[config.mk]
export PLATFORM = sky130hd
export DESIGN_NAME = cia_sequencer
export DESIGN_NICKNAME = d
export VERILOG_FILES = /design/src/include/cia_pkg.sv /design/src/hdl/cia_sequencer.sv /design/src/hdl/cia_cost_timer.sv
export SDC_FILE = /design/constraint.sdc
export NUM_CORES = 1
export LEC_CHECK = 0
export BUFFER_PORTS_ARGS = -buffer_cell sky130_fd_sc_hd__buf_2
export CAP_MARGIN = 20
export CORE_ASPECT_RATIO = 0.9
export CORE_MARGIN = 3
export CORE_UTILIZATION = 27
export CTS_CLUSTER_SIZE = 40
export DETAILED_ROUTE_END_ITERATION = 10
export PLACE_DENSITY = 0.56
export SLEW_MARGIN = 20
export SYNTH_ARGS = -nofsm -noshare
export SYNTH_HDL_FRONTEND = slang
export SYNTH_SLANG_ARGS = --single-unit
[constraint.sdc]
create_clock -name mclk -period 4.4 [get_ports mclk]
set_clock_uncertainty 0.1 [all_clocks]
set_input_delay 0.44 -clock mclk [delete_from_list [all_inputs] [get_ports mclk]]
set_output_delay 0.44 -clock mclk [all_outputs]
set_load 0.02 [all_outputs]
[src/include/cia_pkg.sv]
/*
 * Shared constants and types for the interrupt entry and return sequencer.
 * Assumes one clock (mclk, 200 MHz) and a core on that clock that reports
 * instruction boundaries and executes everything outside this block.
 */
package cia_pkg;

    // ------------------------------------------------------------------
    // Widths and timing
    // ------------------------------------------------------------------
    localparam int          ADDR_W          = 16;
    localparam int          DATA_W          = 8;
    localparam int          CLK_PERIOD_PS   = 5000;
    localparam int          SYNC_STAGES     = 3;

    // ------------------------------------------------------------------
    // Cycle costs of the polling and context sequences (mclk cycles)
    // ------------------------------------------------------------------
    localparam logic [6:0]  POLL_CYCLES     = 7'd20;
    localparam logic [6:0]  SAVE_CYCLES     = 7'd84;
    localparam logic [6:0]  EI_RET_CYCLES   = 7'd15;

    // ------------------------------------------------------------------
    // Opcodes and status
    // ------------------------------------------------------------------
    localparam logic [7:0]  OP_CALL         = 8'hcd;
    localparam logic [7:0]  RST_MASK        = 8'hc7;
    localparam logic [7:0]  RST_MATCH       = 8'hc7;
    localparam logic [7:0]  OP_XCHG_TOP     = 8'he3;
    localparam logic [7:0]  ACK_STATUS_BYTE = 8'h23;

    // ------------------------------------------------------------------
    // Reset values
    // ------------------------------------------------------------------
    localparam logic        IE_RESET        = 1'b0;
    localparam logic [15:0] ADDR_RESET      = 16'h0000;

    typedef enum logic [1:0] {
        CIA_SEQ_POLL,
        CIA_SEQ_SAVE,
        CIA_SEQ_EI_RET
    } cia_seq_t;

    typedef enum {
        CIA_RUN,
        CIA_ACK_T1,
        CIA_ACK_T2,
        CIA_ACK_T3,
        CIA_ACK_LO,
        CIA_ACK_HI,
        CIA_PUSH_HI,
        CIA_PUSH_LO,
        CIA_VECTOR,
        CIA_COST,
        CIA_RET_LO,
        CIA_RET_HI,
        CIA_RET_LOAD
    } cia_state_t;

    typedef struct packed {
        logic [15:0] addr;
        logic [7:0]  wdata;
        logic        we;
        logic        re;
    } cia_mem_req_t;

endpackage : cia_pkg

[src/hdl/cia_sequencer.sv]
/*
 * Interrupt entry and return sequencer of an 8-bit processor core.
 * Assumes the core on mclk pulses instr_boundary between instructions,
 * stalls while core_hold is high, and applies pc_load / sp_load values.
 * Memory answers a read in the cycle in which mem_req.re stands, on mem_rdata.
 */
// Operation
// - Interrupt request input provided to external logic
// - Take request only at instruction boundary
// - Clear enable, then run acknowledge cycle
// - Inserted restart or call pushes return address
// - Inserted restart or call loads service address
// - Stay disabled until enable instruction executes
// - Return pops counter from SP+1, SP+2
// - Input plus conditional jump costs twenty cycles
// - Four pushes, four pops cost eighty-four
// - Enable plus return add fifteen cycles
// - No counter increment; status in second period
module cia_sequencer
    import cia_pkg::*;
(
    input  wire logic        mclk,
    input  wire logic        rst_n,
    input  wire logic        irq_req,
    input  wire logic        instr_boundary,
    input  wire logic        ei_exec,
    input  wire logic        di_exec,
    input  wire logic        ret_exec,
    input  wire logic        seq_start,
    input  wire cia_seq_t    seq_kind,
    input  wire logic [15:0] pc_cur,
    input  wire logic [15:0] sp_cur,
    input  wire logic [7:0]  data_in,
    input  wire logic [7:0]  mem_rdata,
    output logic [7:0]       data_out,
    output logic             data_oe,
    output logic             irq_ack_status,
    output logic             irq_enabled,
    output logic             core_hold,
    output logic             pc_load,
    output logic [15:0]      pc_new,
    output logic             sp_load,
    output logic [15:0]      sp_new,
    output logic             inject_valid,
    output logic [7:0]       inject_opcode,
    output logic             seq_busy,
    output cia_mem_req_t     mem_req
);

    // ------------------------------------------------------------------
    // Request synchroniser: change counts once stages 2 and 3 agree
    // ------------------------------------------------------------------
    logic [SYNC_STAGES-1:0] irq_sync;
    logic                   irq_level;

    always_ff @(posedge mclk or negedge rst_n) begin
        if (!rst_n) begin
            irq_sync  <= '0;
            irq_level <= 1'b0;
        end else begin
            irq_sync <= {irq_sync[SYNC_STAGES-2:0], irq_req};
            if (irq_sync[1] == irq_sync[2]) begin
                irq_level <= irq_sync[2];
            end
        end
    end

    // ------------------------------------------------------------------
    // Decode and next-state logic
    // ------------------------------------------------------------------
    cia_state_t  state;
    cia_state_t  next_state;
    logic        ie;
    logic [7:0]  vec_lo;
    logic [15:0] ret_pc;
    logic [15:0] svc_addr;
    logic        cost_start;
    logic        cost_done;
    cia_seq_t    cost_kind;

    // Level only, never stored: a request dropped before the boundary is lost
    wire take_irq   = (state == CIA_RUN) && instr_boundary && ie && irq_level;
    wire take_ret   = (state == CIA_RUN) && ret_exec && !take_irq;
    wire take_seq   = (state == CIA_RUN) && seq_start && !take_irq && !ret_exec;
    wire is_rst     = (data_in & RST_MASK) == RST_MATCH;
    wire is_call    = (data_in == OP_CALL);
    wire [15:0] rst_addr = {10'h000, data_in[5:3], 3'b000};
    wire [15:0] sp_dec1  = sp_cur - 16'h0001;
    wire [15:0] sp_dec2  = sp_cur - 16'h0002;
    wire [15:0] sp_inc1  = sp_cur + 16'h0001;
    wire [15:0] sp_inc2  = sp_cur + 16'h0002;
    wire ei_ret_done = (state == CIA_COST) && cost_done && (cost_kind == CIA_SEQ_EI_RET);
    // Acceptance outranks an enable in the same cycle, and disable outranks enable
    wire next_ie     = (take_irq || di_exec)    ? 1'b0 :
                       (ei_exec || ei_ret_done) ? 1'b1 : ie;

    always_comb begin
        next_state = state;
        case (state)
            CIA_RUN: begin
                if (take_irq) begin
                    next_state = CIA_ACK_T1;
                end else if (take_ret) begin
                    next_state = CIA_RET_LO;
                end else if (take_seq) begin
                    next_state = CIA_COST;
                end
            end
            CIA_ACK_T1: next_state = CIA_ACK_T2;
            CIA_ACK_T2: next_state = CIA_ACK_T3;
            CIA_ACK_T3: begin
                if (is_call) begin
                    next_state = CIA_ACK_LO;
                end else if (is_rst) begin
                    next_state = CIA_PUSH_HI;
                end else begin
                    next_state = CIA_RUN;
                end
            end
            CIA_ACK_LO:   next_state = CIA_ACK_HI;
            CIA_ACK_HI:   next_state = CIA_PUSH_HI;
            CIA_PUSH_HI:  next_state = CIA_PUSH_LO;
            CIA_PUSH_LO:  next_state = CIA_VECTOR;
            CIA_VECTOR:   next_state = CIA_RUN;
            CIA_COST: begin
                if (ei_ret_done) begin
                    next_state = CIA_RET_LO;
                end else if (cost_done) begin
                    next_state = CIA_RUN;
                end
            end
            CIA_RET_LO:   next_state = CIA_RET_HI;
            CIA_RET_HI:   next_state = CIA_RET_LOAD;
            CIA_RET_LOAD: next_state = CIA_RUN;
            default:      next_state = CIA_RUN;
        endcase
    end

    // ------------------------------------------------------------------
    // Enable flag and captured bytes
    // ------------------------------------------------------------------
    always_ff @(posedge mclk or negedge rst_n) begin
        if (!rst_n) begin
            state    <= CIA_RUN;
            ie       <= IE_RESET;
            vec_lo   <= 8'h00;
            ret_pc   <= ADDR_RESET;
            svc_addr <= ADDR_RESET;
        end else begin
            state <= next_state;
            ie <= next_ie;
            if (take_irq) begin
                ret_pc <= pc_cur;
            end
            if (state == CIA_ACK_T3) begin
                svc_addr <= rst_addr;
            end
            if (state == CIA_ACK_LO) begin
                vec_lo <= data_in;
            end
            if (state == CIA_ACK_HI) begin
                svc_addr <= {data_in, vec_lo};
            end
            if (state == CIA_RET_HI) begin
                ret_pc[7:0] <= mem_rdata;
            end
            if (state == CIA_RET_LOAD) begin
                ret_pc[15:8] <= mem_rdata;
            end
        end
    end

    // ------------------------------------------------------------------
    // Cycle-cost timer
    // ------------------------------------------------------------------
    assign cost_start = take_seq;

    always_ff @(posedge mclk or negedge rst_n) begin
        if (!rst_n) begin
            cost_kind <= CIA_SEQ_POLL;
        end else if (take_seq) begin
            cost_kind <= seq_kind;
        end
    end

    cia_cost_timer u_cost (
        .mclk  (mclk),
        .rst_n (rst_n),
        .start (cost_start),
        .kind  (seq_kind),
        .busy  (seq_busy),
        .done  (cost_done)
    );

    // ------------------------------------------------------------------
    // Registered outputs
    // ------------------------------------------------------------------
    wire          hold_next  = (next_state != CIA_RUN);
    wire          ack_t2     = (next_state == CIA_ACK_T2);
    wire          ack_fetch  = (next_state == CIA_ACK_T1) || (next_state == CIA_ACK_T2) ||
                               (next_state == CIA_ACK_T3) || (next_state == CIA_ACK_LO) ||
                               (next_state == CIA_ACK_HI);
    wire          inj_next   = (state == CIA_ACK_T3) && !is_call && !is_rst;
    wire          vec_next   = (state == CIA_VECTOR);
    wire          ret_ld     = (state == CIA_RET_LOAD);
    cia_mem_req_t next_mem;

    always_comb begin
        next_mem = '{addr: ADDR_RESET, wdata: 8'h00, we: 1'b0, re: 1'b0};
        case (state)
            CIA_PUSH_HI: next_mem = '{addr: sp_dec1, wdata: ret_pc[15:8],
                                      we: 1'b1, re: 1'b0};
            CIA_PUSH_LO: next_mem = '{addr: sp_dec2, wdata: ret_pc[7:0],
                                      we: 1'b1, re: 1'b0};
            CIA_RET_LO:  next_mem = '{addr: sp_inc1, wdata: 8'h00,
                                      we: 1'b0, re: 1'b1};
            CIA_RET_HI:  next_mem = '{addr: sp_inc2, wdata: 8'h00,
                                      we: 1'b0, re: 1'b1};
            default:     next_mem = '{addr: ADDR_RESET, wdata: 8'h00, we: 1'b0, re: 1'b0};
        endcase
    end

    always_ff @(posedge mclk or negedge rst_n) begin
        if (!rst_n) begin
            data_out       <= 8'h00;
            data_oe        <= 1'b0;
            irq_ack_status <= 1'b0;
            irq_enabled    <= IE_RESET;
            core_hold      <= 1'b0;
            pc_load        <= 1'b0;
            pc_new         <= ADDR_RESET;
            sp_load        <= 1'b0;
            sp_new         <= ADDR_RESET;
            inject_valid   <= 1'b0;
            inject_opcode  <= 8'h00;
            mem_req        <= '{addr: ADDR_RESET, wdata: 8'h00, we: 1'b0, re: 1'b0};
        end else begin
            // Counter is never advanced here, so the core keeps pc_cur untouched until pc_load at vector or return
            core_hold      <= hold_next;
            data_oe        <= ack_t2;
            data_out       <= ack_t2 ? ACK_STATUS_BYTE : 8'h00;
            irq_ack_status <= ack_fetch;
            // Flag follows the enable in the same cycle as the hold rises
            irq_enabled    <= next_ie;
            inject_valid   <= inj_next;
            inject_opcode  <= inj_next ? data_in : 8'h00;
            pc_load        <= vec_next || ret_ld;
            pc_new         <= vec_next ? svc_addr :
                              ret_ld   ? {mem_rdata, ret_pc[7:0]} : pc_new;
            sp_load        <= vec_next || ret_ld;
            sp_new         <= vec_next ? sp_dec2 :
                              ret_ld ? sp_inc2 : sp_new;
            mem_req        <= next_mem;
        end
    end

endmodule : cia_sequencer

[src/hdl/cia_cost_timer.sv]
/*
 * Cycle-cost timer: busy for the documented number of cycles of a
 * polling, context-save or enable-and-return sequence, then one done pulse.
 * Assumes start is a one-cycle pulse from logic on mclk, ignored while busy.
 */
module cia_cost_timer
    import cia_pkg::*;
(
    input  wire logic     mclk,
    input  wire logic     rst_n,
    input  wire logic     start,
    input  wire cia_seq_t kind,
    output logic          busy,
    output logic          done
);

    logic [6:0] remain;
    logic [6:0] next_remain;
    wire  [6:0] load_val;

    assign load_val = (kind == CIA_SEQ_POLL) ? POLL_CYCLES :
                      (kind == CIA_SEQ_SAVE) ? SAVE_CYCLES :
                                               EI_RET_CYCLES;

    assign next_remain = (start && !busy) ? load_val :
                         (remain != 7'h00) ? remain - 7'h01 : 7'h00;

    always_ff @(posedge mclk or negedge rst_n) begin
        if (!rst_n) begin
            remain <= 7'h00;
            busy   <= 1'b0;
            done   <= 1'b0;
        end else begin
            remain <= next_remain;
            busy   <= (next_remain != 7'h00);
            done   <= (remain == 7'h01);
        end
    end

endmodule : cia_cost_timer

==> qor.txt <==
status = completed
Iter 0 DRT Violations = 467
clock sinks = 159
Synth Register Bits = 159
H-tree Lvls = 4
first-pass GRT wire length = 34560 um
fmax = 253.7 MHz
share of layout cells above drive strength 1 = 0.2299
number of global-route vias before repair = 6066
Die ar. = 0.03114 sq mm
HPWL Detailed = 16230 um
Placed Cells = 1257
met3 WL = 1223 um
GP Congestion = 0.8914
FF/Latch Area = 0.003980 sq mm
Synth-to-Final Area Change = 22.22%
fin area = 0.009587 sq mm
Final Cycle Share = 0.8959
Die W = 185.7 um
Gate Count Post-Synth = 764
Least-Margin Pin Slew = 1070 ps
initial antenna violation count = 0
grt ovf = 0
max-cap violations = 0
worst-path fanout max = 15
most common cell after layout, fill and taps aside = dfrtp_1
Final min period = 3942 ps
via count = 6259
Die Y = 167.7 um
CTS Buf Count = 17
syn avg cell area = 10.27 sq um
FFs w/ async S/R, synth = 1.000
met2 wire length = 9899 um
register area share after synthesis = 0.5073
Req. time, crit path = 4620 ps
P per Cell Area = 327.9 mW/mm^2
RSZ-0062 raised after global routing = no
I/O pin count = 140
Avg WL per Cell = 17.19 um
vias per inst = 4.848
EDFF count, synth = 0
Slew Limit Fails = 0
setup tns final = 0 ps
CP dominant cell by count = o21ai_0
clk buf depth = 2
area occupied by multi-input gates = 0.003702 sq mm
peak supply drop = 0.2496 mV
Filler cells = 2907
Final Setup Violations = 0
slew margin rel. = 0.2816
Clk Latency, worst-skew pair = 430 ps
Worst setup SP type = register
Synth Cell Area = 0.007844 sq mm
uppermost layer routed = met4
CP max stage delay = 450 ps
clock-pin slew on the worst setup and hold paths = 70 ps
Final Hold Fails = 0
Setup Crit Path Kind = register to register
distinct cell type count after synthesis = 71
Finished Layout Cells = 1291
Cell Area, Placed = 0.009004 sq mm
most frequent cells in the layout = dfrtp_1, buf_2, nand2_1
Layout Utilization = 0.3387
Final Power = 0.003144 W
CTS tree = done
DRC = 0
post-CTS setup buffers = 0
cell leakage power = 4.510 nW
Worst path top cell family by delay = compound AO/OA/AOI/OAI gates
largest net degree at the start of global routing = 86
WP buf/inv = 1
CTS Root Cell = clkbuf_16
Rows = 58
HP Class = primary input to register
overall routing resource usage = 0.1437
Primary FF master, synth = dfrtp_1
crit end category = register
Buffers on Ports = 134
Worst Path Arrival = 4160 ps
crit path cell chain = nor4_1 -> nand4_2 -> nor3_1 -> nand2_1 -> inv_1 -> nand2_2 -> ha_1 -> o21ai_0 -> o21ai_0 -> o211ai_1 -> a21o_1 -> a2111o_1 -> a221o_1
Initial Util = 0.2771
slowest CP cell = nor4_1
Yosys warning count = 0
Final #Nets = 995
First-pass DRT Iterations = 7
Ant. Diodes = 0
M1 wire length = 10660 um
Antenna Nets Post-Route = 0
DRT Wirelength = 22190 um
Core Footprint = 0.02830 sq mm
[repair_timing]
| action | in CTS | in global routing |
|---|---|---|
| hold buffers | 2 | 0 |
| gates resized for setup | 0 | 1 |
| hold endpoints to repair | 75 | 0 |
| setup endpoints to repair | 0 | 1 |
[final timing paths]
kind	start	end	slack [ps]	cells past startpoint
worst max register to register	state[20]	mem_req[25]	460	13
worst max-delay path	state[20]	mem_req[25]	460	13
min in group asynchronous	rst_n	inject_opcode[3]	500	2
worst min register to register	irq_sync[0]	irq_sync[1]	250	0
max in group asynchronous	rst_n	mem_req[10]	2770	3
worst min-delay path	mem_rdata[6]	ret_pc[6]	150	3
[metrics by stage]
| step | setup slack [ps] | hold slack [ps] |
|---|---|---|
| floorplan | 489.8 | 44.41 |
| detailed placement | 198.9 | 240.5 |
| global placement | 334.6 | 234.9 |
| global route | 86.95 | 138.0 |
| finish | 457.9 | 150.3 |
| CTS | 194.0 | 128.4 |
[state kept, by name (all words and copies together) (netlist names)]
name and count:
state 32, mem_req 26, pc_new 16, ret_pc 16, sp_new 16, svc_addr 16, inject_opcode 8, vec_lo 8
u_cost.remain 7, irq_sync 3, cost_kind 2, core_hold 1, data_out 1, inject_valid 1, irq_ack_status 1, irq_enabled 1
irq_level 1, sp_load 1, u_cost.busy 1, u_cost.done 1
[synthesized netlist by cell type (all sizes together) (3+ instances only)]
cell    count  area (sq um)
a221oi      8         70.07
and2       12         75.07
nor4       15         142.6
a211oi      4         30.03
nand4       7         50.05
or3         6         37.54
ha         18         225.2
xnor2      13         113.9
nor2b       5         31.28
and3       11         68.82
dfrtp     159          3979
nand2b      5         31.28
xor2       15         131.4
mux2i      46         460.4
clkbuf     32         120.1
nor3       28         145.1
o221a       6         67.56
o22ai       9         56.30
a21o        3         22.52
o21bai      3         22.52
nand2      98         367.9
a22o        7         61.31
or4         4         30.03
buf        16         108.9
o21a        5         37.54
mux2       12         135.1
o211ai      5         37.54
nand3      34         175.2
o221ai      4         35.03
a22oi       3         22.52
o21ai      59         295.3
o31ai       3         27.52
a21oi      19         95.09
inv        18         67.56
and4        3         26.28
nor2       37         138.9
[worst register-to-register path: stages, from the launching register on]
cell and delay [ps]:
dfrtp_1 360, nor4_1 450, nand4_2 170, nor3_1 260, nand2_1 130, inv_1 140, nand2_2 240, ha_1 430
o21ai_0 90, o21ai_0 340, o211ai_1 220, a21o_1 230, a2111o_1 360, a221o_1 300
[layout make-up]
| cell class | instances | share of cell area |
|---|---|---|
| inverter | 19 | 0.007439 |
| timing repair buffer | 151 | 0.08575 |
| clock buffer | 18 | 0.04581 |
| tap | 360 | 0.04699 |
| sequential | 159 | 0.4152 |
| clock inverter | 14 | 0.01266 |
| multi-input combinational | 570 | 0.3862 |
[kinds of logic (layout without fill, tap and decap cells)]
logic type / after synthesis / in the layout / share of synthesized area
simple gates: 273 / 273 / 0.1793
other cells: 1 / 33 / 0.0004781
buf+inv: 67 / 202 / 0.03828
fa+ha+maj: 20 / 20 / 0.03254
mux: 58 / 58 / 0.07593
xor+xnor: 28 / 28 / 0.03127
compound gates: 158 / 158 / 0.1350
flops: 159 / 159 / 0.5073
[per-layer routing]
| layer | global-route usage | vias up |
|---|---|---|
| li1 | - | 3045 |
| met1 | 0.2050 | 2985 |
| met2 | 0.2161 | 198 |
| met3 | 0.03084 | 31 |
| met4 | 0.04953 | 0 |
| met5 | 0 | - |
[report_power, final]
part | internal, W | total [W] | switching (W)
Sequential | 0.00149 | 0.00150 | 0.0000112
Combinational | 0.0000791 | 0.000223 | 0.000144
Clock | 0.000758 | 0.00142 | 0.000663
(Power assumes the default switching activity.)
